[src/core/lsr_pkg.sv]
// Behaviour
// RULE1 - Each element is a 16-stage delay line
// RULE2 - Shift on rising edge while enable high; the code also holds the shift while the capture FIFO is full
// RULE3 - Four-bit tap picks any stored stage
// RULE4 - Last stage always on its own output
// RULE5 - Cascade output and shift enable provided
// RULE6 - Upper element feeds lower through cascade mux
// RULE7 - Chain lines join slice to slice below
// RULE8 - Four elements chained give 64 cycles
// RULE9 - User may chain across several clusters
// RULE10 - User may add one register after tap
// RULE11 - Stages have no reset or preset
// RULE12 - Elements share one clock and enable
// RULE13 - Unused shift enable counts as asserted
// RULE14 - Tap n delays by n+1 enabled edges
package lsr_pkg;

  // ==========================================================
  // Geometry
  localparam int LSR_STAGES     = 16;
  localparam int LSR_TAP_W      = 4;
  localparam int LSR_ELEMS      = 4;
  localparam int LSR_FIFO_DEPTH = 8;

  // ==========================================================
  // Register bus
  localparam int          LSR_ADDR_W   = 4;
  localparam int          LSR_DATA_W   = 32;
  localparam logic [3:0]  LSR_OFF_CTRL   = 4'h0;
  localparam logic [3:0]  LSR_OFF_STATUS = 4'h4;
  localparam logic [3:0]  LSR_OFF_STAGES = 4'h8;
  localparam logic [3:0]  LSR_OFF_TAP    = 4'hc;

  // ==========================================================
  // Field layout
  localparam int LSR_CTRL_EN_USED_BIT  = 0;
  localparam int LSR_CTRL_CHAIN_LSB    = 8;
  localparam int LSR_STAT_LAST_LSB     = 0;
  localparam int LSR_STAT_FILL_LSB     = 8;
  localparam int LSR_STAT_FULL_BIT     = 16;
  localparam int LSR_STAT_VALID_BIT    = 17;
  localparam int LSR_STAGES_HI_LSB     = 16;

  // ==========================================================
  // Reset values
  localparam logic       LSR_EN_USED_RST = 1'b0;
  localparam logic [3:0] LSR_CHAIN_RST   = 4'he;

endpackage : lsr_pkg

[src/core/lsr_fifo.sv]
// ==========================================================
// Collapsing FIFO: head always sits in entry 0, so the read
// side is a plain flip-flop at the cost of moving every entry
module lsr_fifo
  import lsr_pkg::*;
#(
  parameter int W     = 4,
  parameter int DEPTH = 8,
  parameter int CW    = $clog2(DEPTH + 1)
) (
  input  wire logic          clk,
  input  wire logic          nrst,
  input  wire logic          en,
  input  wire logic          in_valid,
  input  wire logic [W-1:0]  in_data,
  output logic               in_ready,
  output logic               out_valid,
  output logic [W-1:0]       out_data,
  input  wire logic          out_ready,
  output logic [CW-1:0]      fill
);

  logic [W-1:0]  mem_ff [DEPTH];
  logic [CW-1:0] cnt_ff;
  logic [CW-1:0] nxt_cnt;
  logic          full_ff;
  logic          valid_ff;
  logic          push;
  logic          pop;

  assign push      = in_valid & ~full_ff;
  assign pop       = valid_ff & out_ready;
  assign in_ready  = ~full_ff;
  assign out_valid = valid_ff;
  assign out_data  = mem_ff[0];
  assign fill      = cnt_ff;

  always_comb begin
    nxt_cnt = cnt_ff;
    if (push && !pop) begin
      nxt_cnt = cnt_ff + CW'(1);
    end else if (pop && !push) begin
      nxt_cnt = cnt_ff - CW'(1);
    end
  end

  always_ff @(posedge clk) begin
    if (!nrst) begin
      cnt_ff   <= '0;
      full_ff  <= 1'b0;
      valid_ff <= 1'b0;
    end else if (en) begin
      cnt_ff   <= nxt_cnt;
      full_ff  <= (nxt_cnt == CW'(DEPTH));
      valid_ff <= (nxt_cnt != '0);
    end
  end

  // Entries carry data only, so they need no reset
  for (genvar i = 0; i < DEPTH; i++) begin : g_ent
    always_ff @(posedge clk) begin
      if (en) begin
        if (pop) begin
          if (push && (cnt_ff == CW'(i + 1))) begin
            mem_ff[i] <= in_data;
          end else if (i < DEPTH - 1) begin
            mem_ff[i] <= mem_ff[(i < DEPTH - 1) ? i + 1 : i];
          end
        end else if (push && (cnt_ff == CW'(i))) begin
          mem_ff[i] <= in_data;
        end
      end
    end
  end

endmodule // lsr_fifo

[src/core/lsr_delay_line.sv]
// ==========================================================
// Delay line cluster
// Elements in pairs form slices: even index is the upper
// element, odd index the lower one. Element 0 can take the
// chain line from the slice above; the last element drives
// the chain line to the slice below.
//
// Added by the designer: the address map and register access over Avalon-MM.
module lsr_delay_line
  import lsr_pkg::*;
#(
  parameter int ELEMS = LSR_ELEMS,
  parameter int DEPTH = LSR_FIFO_DEPTH,
  parameter int CW    = $clog2(DEPTH + 1)
) (
  input  wire logic                    clk,
  input  wire logic                    nrst,
  input  wire logic                    en,

  input  wire logic                    serial_in,
  input  wire logic                    chain_in,
  input  wire logic                    shift_en,
  input  wire logic [ELEMS*LSR_TAP_W-1:0] tap_addr,

  output logic [ELEMS-1:0]             tap_out,
  output logic [ELEMS-1:0]             last_stage_out,
  output logic                         chain_out,

  output logic                         tap_valid,
  output logic [ELEMS-1:0]             tap_data,
  input  wire logic                    tap_ready,

  input  wire logic [LSR_ADDR_W-1:0]   avs_address,
  input  wire logic                    avs_read,
  input  wire logic                    avs_write,
  input  wire logic [LSR_DATA_W-1:0]   avs_writedata,
  input  wire logic [3:0]              avs_byteenable,
  output logic [LSR_DATA_W-1:0]        avs_readdata,
  output logic                         avs_waitrequest
);

  // ==========================================================
  // Declarations
  logic [LSR_STAGES-1:0]   stage_ff   [ELEMS];
  logic [LSR_STAGES-1:0]   nxt_stage  [ELEMS];
  logic [ELEMS-1:0]        in_bit;
  logic [ELEMS-1:0]        cascade_out;
  logic [ELEMS-1:0]        nxt_tap;
  logic [ELEMS-1:0]        tap_ff;

  logic                    en_used_ff;
  logic [ELEMS-1:0]        chain_sel_ff;

  logic                    wait_ff;
  logic [LSR_DATA_W-1:0]   rdata_ff;
  logic [LSR_DATA_W-1:0]   nxt_rdata;
  logic                    wr_commit;
  logic                    rd_accept;

  logic                    shift_req;
  logic                    shift_go;
  logic                    fifo_in_ready;
  logic [CW-1:0]           fifo_fill;
  logic                    fifo_valid;
  logic [ELEMS-1:0]        fifo_data;

  // ==========================================================
  // Shift enable
  // A tied-off enable pin reads as active until software
  // declares it in use; this keeps a bare instance shifting
  assign shift_req = shift_en | ~en_used_ff; // see RULE13

  // Shifting waits for room in the capture FIFO so no tap
  // sample is ever dropped; the user sees this as a stall
  assign shift_go = shift_req & fifo_in_ready; // see RULE2

  // ==========================================================
  // Element input selection
  for (genvar e = 0; e < ELEMS; e++) begin : g_in
    if (e == 0) begin : g_first
      // Chain line from the slice above, else fresh serial data
      assign in_bit[e] = chain_sel_ff[e] ? chain_in : serial_in;
    end else if ((e % 2) == 1) begin : g_lower
      // Lower element of a slice fed by its upper neighbour
      assign in_bit[e] = chain_sel_ff[e] ? cascade_out[e-1]
                                         : serial_in; // see RULE6
    end else begin : g_upper
      // Upper element continues the slice above in the cluster
      assign in_bit[e] = chain_sel_ff[e] ? cascade_out[e-1]
                                         : serial_in; // see RULE7
    end
  end

  // ==========================================================
  // Storage stages
  for (genvar e = 0; e < ELEMS; e++) begin : g_elem

    // Next content after one enabled edge
    always_comb begin
      if (shift_go) begin
        nxt_stage[e] = {stage_ff[e][LSR_STAGES-2:0], in_bit[e]};
      end else begin
        nxt_stage[e] = stage_ff[e];
      end
    end

    // No reset term on purpose: content changes only by
    // shifting, exactly like a table element in shift mode
    always_ff @(posedge clk) begin
      if (en && shift_go) begin // see RULE12
        stage_ff[e] <= nxt_stage[e]; // see RULE1 // see RULE11
      end
    end

    // Stage 0 holds the bit from the last enabled edge, so
    // tap n is n+1 edges old; looking at the next content
    // keeps the registered tap in step with the stages
    assign nxt_tap[e] =
      nxt_stage[e][tap_addr[e*LSR_TAP_W +: LSR_TAP_W]]; // see RULE14

    assign cascade_out[e]    = stage_ff[e][LSR_STAGES-1]; // see RULE5
    assign last_stage_out[e] = stage_ff[e][LSR_STAGES-1]; // see RULE4
    assign tap_out[e]        = tap_ff[e];
  end

  // Final element drives the line to the slice below; with
  // all elements chained the line is 64 stages long
  assign chain_out = cascade_out[ELEMS-1]; // see RULE7 // see RULE8

  // ==========================================================
  // Addressable output
  // Registered so the port comes from a flip-flop; a change of
  // tap address shows one clock later
  always_ff @(posedge clk) begin
    if (!nrst) begin
      tap_ff <= '0;
    end else if (en) begin
      tap_ff <= nxt_tap; // see RULE3
    end
  end

  // ==========================================================
  // Tap capture FIFO
  // Every enabled shift pushes the selected taps of all
  // elements, giving a sample stream the user drains
  lsr_fifo #(
    .W     (ELEMS),
    .DEPTH (DEPTH),
    .CW    (CW)
  ) u_fifo (
    .clk       (clk),
    .nrst      (nrst),
    .en        (en),
    .in_valid  (shift_req),
    .in_data   (nxt_tap),
    .in_ready  (fifo_in_ready),
    .out_valid (fifo_valid),
    .out_data  (fifo_data),
    .out_ready (tap_ready),
    .fill      (fifo_fill)
  );

  assign tap_valid = fifo_valid;
  assign tap_data  = fifo_data;

  // ==========================================================
  // Avalon slave handshake
  // One wait cycle per access: the request is seen with
  // waitrequest high, then waitrequest drops for one cycle; read
  // data is latched as it drops and the write lands as it rises
  assign rd_accept = avs_read & wait_ff;
  assign wr_commit = avs_write & ~wait_ff;

  always_ff @(posedge clk) begin
    if (!nrst) begin
      wait_ff <= 1'b1;
    end else if (en) begin
      if ((avs_read || avs_write) && wait_ff) begin
        wait_ff <= 1'b0;
      end else begin
        wait_ff <= 1'b1;
      end
    end
  end

  // ==========================================================
  // Read decode
  always_comb begin
    nxt_rdata = '0;
    unique case (avs_address)
      LSR_OFF_CTRL: begin
        nxt_rdata[LSR_CTRL_EN_USED_BIT] = en_used_ff;
        nxt_rdata[LSR_CTRL_CHAIN_LSB +: ELEMS] = chain_sel_ff;
      end
      LSR_OFF_STATUS: begin
        nxt_rdata[LSR_STAT_LAST_LSB +: ELEMS] = last_stage_out;
        nxt_rdata[LSR_STAT_FILL_LSB +: CW]    = fifo_fill;
        nxt_rdata[LSR_STAT_FULL_BIT]          = ~fifo_in_ready;
        nxt_rdata[LSR_STAT_VALID_BIT]         = fifo_valid;
      end
      LSR_OFF_STAGES: begin
        // Live view of the first slice, both elements
        nxt_rdata[LSR_STAGES-1:0] = stage_ff[0];
        nxt_rdata[LSR_STAGES_HI_LSB +: LSR_STAGES] = stage_ff[1];
      end
      LSR_OFF_TAP: begin
        nxt_rdata[ELEMS*LSR_TAP_W-1:0] = tap_addr;
      end
      default: begin
        // Unmapped addresses read as zero
        nxt_rdata = '0;
      end
    endcase
  end

  always_ff @(posedge clk) begin
    if (!nrst) begin
      rdata_ff <= '0;
    end else if (en && rd_accept) begin
      rdata_ff <= nxt_rdata;
    end
  end

  assign avs_readdata    = rdata_ff;
  assign avs_waitrequest = wait_ff;

  // ==========================================================
  // Control register
  // Writes to other offsets are accepted and ignored
  always_ff @(posedge clk) begin
    if (!nrst) begin
      en_used_ff <= LSR_EN_USED_RST;
    end else if (en && wr_commit && (avs_address == LSR_OFF_CTRL)
                 && avs_byteenable[0]) begin
      en_used_ff <= avs_writedata[LSR_CTRL_EN_USED_BIT]; // see RULE13
    end
  end

  always_ff @(posedge clk) begin
    if (!nrst) begin
      chain_sel_ff <= ELEMS'(LSR_CHAIN_RST);
    end else if (en && wr_commit && (avs_address == LSR_OFF_CTRL)
                 && avs_byteenable[1]) begin
      chain_sel_ff <= avs_writedata[LSR_CTRL_CHAIN_LSB +: ELEMS];
    end
  end

endmodule // lsr_delay_line

[config.mk]
export PLATFORM = sky130hd
export DESIGN_NAME = lsr_delay_line
export DESIGN_NICKNAME = d
export VERILOG_FILES = /design/src/core/lsr_pkg.sv /design/src/core/lsr_fifo.sv /design/src/core/lsr_delay_line.sv
export SDC_FILE = /design/constraint.sdc
export NUM_CORES = 1
export LEC_CHECK = 0
export ABC_AREA = 1
export BUFFER_PORTS_ARGS = -buffer_cell sky130_fd_sc_hd__clkbuf_2
export CAP_MARGIN = 10
export CORE_MARGIN = 5
export CORE_UTILIZATION = 57
export CTS_CLUSTER_SIZE = 8
export DETAILED_ROUTE_END_ITERATION = 8
export PLACE_DENSITY = 0.8
export SLEW_MARGIN = 20
export SYNTH_ARGS = -nofsm -noshare
export SYNTH_HDL_FRONTEND = slang
export SYNTH_SLANG_ARGS = --single-unit
[constraint.sdc]
create_clock -name clk -period 6.1 [get_ports clk]
set_clock_uncertainty 0.15 [all_clocks]
set_input_delay 0.915 -clock clk [delete_from_list [all_inputs] [get_ports clk]]
set_output_delay 0.915 -clock clk [all_outputs]
set_load 0.03 [all_outputs]
* Word level (Yosys, flattened, before mapping)
Memory sizes are Yosys's and may differ from the RTL's. Index checks and enable logic that the tools add are counted.
Storage, ports and cells: flip-flop bits (word level) 48, ROM bits 0, input bits 65, RAM bits 96, memories 2, word-level logic and storage cells 203, latch bits 0
Memory list:
- stage_ff | depth 4, width 16, rd ports 4, clocked after Yosys merged registers in 0, wr ports 4, line lsr_delay_line.sv:44 | logic [LSR_STAGES-1:0] stage_ff [ELEMS];
- u_fifo.mem_ff | depth 8, width 4, rd ports 8, clocked after Yosys merged registers in 0, wr ports 8, line lsr_fifo.sv:23 | logic [W-1:0] mem_ff [DEPTH];
Cells by class: multiply operators 0, reduce and logical (&&, ||, !) cells 24, shift operators 0, $add $sub $neg 2, muxes and demuxes 128, bitwise logic cells 23, $lt $le $gt $ge 4, eq/ne operators 12, div/mod/pow operators 0
Operators with widths (count):
- 2-to-1 mux 1 bit | 96
- 2-to-1 mux 4 bit | 17
- 2-to-1 mux 16 bit | 4
- equality test 4 x 3 -> 1 bit, second input constant | 5
- < comparator 4 x 5 -> 1 bit, second input constant | 4
- logical AND 1 bit | 18
- binary-select mux 1 bit (select 4 bit) | 4
- equality test 4 bit, second input constant | 4
- OR 1 bit | 16
- case mux 4 bit (2 select lines) | 2
- case mux 4 bit (4 select lines) | 1
- 2-to-1 mux 14 bit | 1
- case mux 3 bit (3 select lines) | 1
- equality test 4 x 2 -> 1 bit, second input constant | 2
- logical NOT 4 bit | 2
- adder 4 x 1 -> 4 bit, second input constant | 1
- AND 1 bit | 4
- equality test 4 x 1 -> 1 bit, second input constant | 1
- case mux 1 bit (4 select lines) | 1
- case mux 2 bit (2 select lines) | 1
- nonzero test 4 bit | 1
- subtractor 4 x 1 -> 4 bit, second input constant | 1
- inverter 1 bit | 3
- logical NOT 1 bit | 2
- logical OR 1 bit | 1

* Depth between registers and ports, before layout
depth in word-level cells 10, gate-level depth with buffers 13, depth with buffers taken out 13

* Cells and area by module
Synthesis repeated with hierarchy kept, for this count alone.
Unflattened totals: cells, all modules 875, area, all modules 7435.9 µm²
Modules (own cells, without submodules):
- lsr_delay_line | area an instance 5442.7 µm², times used 1, cells each 697
- lsr_fifo | area an instance 1993.2 µm², times used 1, cells each 178

* Least setup slack after synthesis
OpenSTA, ideal clock, no wires.
path kind input port to flip-flop, start input shift_en, end memory u_fifo.mem_ff[0][0], enable pin, cell stages on the path 7, path buffers 1, slack 1.133 ns, data arrival time 4.500 ns, library setup time 0.317 ns, cell sequence inv_1 > nand2_4 > nand2_8 > buf_4 > nor2_1 > nand3_1 > nand2_1
RTL lines:
- start: declaration | line lsr_delay_line.sv:22 | input wire logic shift_en,
- end: declaration | line lsr_fifo.sv:23

==> impl_metrics.env <==
export IMPL_synth_area_leaders="sky130_fd_sc_hd__edfxtp_1 (39%), sky130_fd_sc_hd__nand2_1 (16%), sky130_fd_sc_hd__dfxtp_1 (13%)"
export IMPL_core_area_sq_mm=0.01267
export IMPL_worstSkewPairLatency_ps=430
export IMPL_setup_tns_final_ps=0
export IMPL_grt_usage=0.2432
export IMPL_postRouteWirelength_mm=18.00
export IMPL_grt_max_degree=74
export IMPL_worstMarginPinSlew_ps=1105
export IMPL_max_cap_violations=0
export IMPL_cts_clk_slew_worst_paths_ps=50
export IMPL_grt_overflow=0
export IMPL_worst_slew_margin_relative_to_its_limit=0.2617
export IMPL_total_count_of_max_transition_violations_in_the_final_report=0
export IMPL_worst_reg2reg_endpoint="stage_ff[1][2]$_DFFE_PP_"
export IMPL_cts_buffers_inserted=17
export IMPL_crit_required_ps=6030
export IMPL_drt_wirelength_per_cell_microns=15.40
export IMPL_grt_pass1_wl_mm=29.00
export IMPL_critical_path_endpoint_type="flip-flop"
export IMPL_ff2ff_path_depth=4
export IMPL_maximum_level_of_the_cts_h_tree=4
export IMPL_hpwl_mm=12.02
export IMPL_port_buffers=82
export IMPL_floorplan_initialDensity=0.5850
export IMPL_gp_routability_congestion=0.9020
export IMPL_finalHoldViolCount=0
export IMPL_yosys_warnings=0
export IMPL_setup_viol_count_final=0
export IMPL_worstSetupPathType="input port to flip-flop"
export IMPL_number_of_buffers_added_for_setup_after_cts=0
export IMPL_synth_sequential_area_ratio=0.5186
export IMPL_cp_data_arrival_time_ps=3470
export IMPL_netSwitchingFraction=0.2601
export IMPL_timing_rr_start="u_fifo.full_ff$_SDFFE_PN0P_"
export IMPL_status="complete, no violations"
export IMPL_yosys_register_bits=144
export IMPL_cell_internal_power_dissipation_uw=1831
export IMPL_ctsHoldBuffers=0
export IMPL_ctsResizeCount=0
export IMPL_min_path_cells=2
export IMPL_ff2ff_setup_slack_ps=2620
export IMPL_power_switching_uw=644.0
export IMPL_final_instance_count_excl_fill=1169
export IMPL_synth_area_leader_cell="sky130_fd_sc_hd__edfxtp_1"
export IMPL_synth_cell_types=29
export IMPL_clock_sinks=144
export IMPL_syn_num_nets=997
export IMPL_ioPinCount=112
export IMPL_placementRows=41
export IMPL_antenna_violations_before_repair=0
export IMPL_avg_cell_area_syn_sq_um=7.996
export IMPL_clk_root_buffer_cell="sky130_fd_sc_hd__clkbuf_16"
export IMPL_critical_path_max_fanout=73
export IMPL_place_worst_setup_slack_ps=2126
export IMPL_min_period_over_period=0.5800
export IMPL_pwr_share_seq=0.469
export IMPL_placedCellCount=1137
export IMPL_insertedDiodeCount=0
export IMPL_horizontal_die_dimension_microns=124.0
export IMPL_post_route_min_period_ps=3538
export IMPL_drt_initial_drc_count=707
export IMPL_holdCritPathClass="flip-flop to flip-flop"
export IMPL_syn_instance_count=927
export IMPL_die_height_microns=124.0
export IMPL_cts_tree="done"
export IMPL_via_count_of_the_first_global_routing_pass=5825
export IMPL_synthDominantCellAreaShare=0.3889
export IMPL_power_leakage_uw=0.003807
export IMPL_final_fill_count=1048
export IMPL_timing_critical_path_from_type="input port"
export IMPL_detailed_router_iteration_count_before_antenna_repair=5
export IMPL_ant_nets=0
export IMPL_cts_path_max_buffers=2
export IMPL_via_per_inst=5.569
export IMPL_finish_net_count=1054
export IMPL_vias=6510
export IMPL_power_density_mw_per_mm2=295.7
export IMPL_min_to="avs_readdata[2]$_SDFFE_PN0P_"
export IMPL_max_clock_freq_ghz=0.2826
export IMPL_drive_above_1_share=0.1244
export IMPL_vdd_ir_drop_max_uv=207.4
export IMPL_setup_slack_ps=2562
export IMPL_footprint_of_the_multi_input_gates_sq_mm=0.003039
export IMPL_post_synth_instance_area_sq_mm=0.007412
export IMPL_p_clk_frac=0.402
export IMPL_drc_errors=0
export IMPL_rsz0062_at_grt="no"
export IMPL_die_footprint_sq_mm=0.01538
export IMPL_syn_to_final_growth_pct=12.95
export IMPL_seq_area_sq_mm=0.003844
export IMPL_timing_hold_worst_start="avs_readdata[2]$_SDFFE_PN0P_"
export IMPL_pwr_share_comb=0.129
logic make-up after synthesis:
logic type               after synthesis  synth area share
AND/OR/NAND/NOR                      555            0.3211
buffers and inverters                120           0.07343
AO/OA/AOI/OAI                        102           0.07731
flip-flops                           144            0.5186
adder cells (fa/ha/maj)                5          0.008440
XOR/XNOR                               1          0.001182
how the worst max path moves through the flow:
stage / from / endpoint / slack, ps / depth (start not counted)
6_report: shift_en / stage_ff[1][2]$_DFFE_PP_ / 2560 / 6
5_1_grt: shift_en / stage_ff[1][14]$_DFFE_PP_ / 2420 / 6
4_1_cts: shift_en / stage_ff[1][2]$_DFFE_PP_ / 2590 / 6
3_5_place_dp: shift_en / stage_ff[2][15]$_DFFE_PP_ / 2130 / 6
3_3_place_gp: shift_en / stage_ff[2][14]$_DFFE_PP_ / 2150 / 6
2_1_floorplan: shift_en / u_fifo.mem_ff[0][0]$_DFFE_PP_ / 1130 / 7
cell type report:
| cell class | count | area share |
|---|---|---|
| clock buffers | 28 | 0.06576 |
| clock inverters | 4 | 0.002391 |
| inverters | 74 | 0.03318 |
| repair buffers | 84 | 0.05081 |
| flip-flops and latches | 144 | 0.4591 |
| well taps | 172 | 0.02571 |
| multi-input cells | 663 | 0.3630 |
power by group through the flow:
stage	Combinational (uW)	Sequential (uW)	Clock [uW]
after CTS	319	1160	1010
after detailed placement	316	1180	0
final	320	1160	995
after global routing	357	1170	1050
after global placement	308	1180	0
after floorplan	207	1200	0
per-stage QoR:
| stage | hold WS [ps] | utilization | power (uW) | cell area (sq um) |
|---|---|---|---|---|
| floorplan | 304.2 | - | 1408 | 7412 |
| global placement | 303.7 | 0.6151 | 1487 | 7794 |
| detailed placement | 307.6 | 0.6157 | 1494 | 7801 |
| CTS | 316.4 | 0.6607 | 2484 | 8372 |
| global route | 329.6 | 0.6607 | 2571 | 8372 |
| finish | 317.2 | 0.6607 | 2475 | 8372 |
layout by cell type (no fill, tap or decap), types with 7 or more instances in the layout:
cell type and instances:
sky130_fd_sc_hd__a21oi_1 31, sky130_fd_sc_hd__clkbuf_16 20, sky130_fd_sc_hd__clkbuf_2 82, sky130_fd_sc_hd__dfxtp_1 48
sky130_fd_sc_hd__edfxtp_1 96, sky130_fd_sc_hd__inv_1 67, sky130_fd_sc_hd__nand2_1 323, sky130_fd_sc_hd__nand3_1 170
sky130_fd_sc_hd__nor2_1 41, sky130_fd_sc_hd__nor3_1 7, sky130_fd_sc_hd__o211ai_1 7, sky130_fd_sc_hd__o21ai_0 48
sky130_fd_sc_hd__o221ai_1 7
synth_stat cells (all sizes together):
cell type and number:
nand2 329, nand3 175, edfxtp 96, inv 68
dfxtp 48, o21ai 48, nor2 42, a21oi 32
buf 30, clkbuf 16, nor3 7, o211ai 7
o221ai 7, clkinv 6, ha 5, o22ai 4
o21bai 3, nand4 1, nor4 1, o31ai 1
xor2 1
worst max-delay path, cell delays in order:
cell and delay, ps:
sky130_fd_sc_hd__clkbuf_2 70, sky130_fd_sc_hd__inv_1 90, sky130_fd_sc_hd__nand2_4 420, sky130_fd_sc_hd__nand2_8 430, sky130_fd_sc_hd__nor2_4 960, sky130_fd_sc_hd__buf_4 510
sequential cells by signal (all words and copies together), names as in the netlist:
signal and cells:
u_fifo.out_valid 1, chain_sel_ff 4, u_fifo.fill 4, tap_out 4
en_used_ff 1, u_fifo.full_ff 1, stage_ff 64, avs_readdata 32
avs_waitrequest 1, u_fifo.mem_ff 32
layer usage:
layer  share of wire  up-vias  routed length (microns)  global-route usage
li1                -     3230                        -                   -
met1            0.46     2979                     8245              0.3456
met2            0.44      271                     7880              0.3623
met3           0.083       30                     1501             0.05631
met4           0.021        0                      375             0.09514
met5               0        -                        0                   0
No activity file was read; power rests on OpenSTA's default activity.
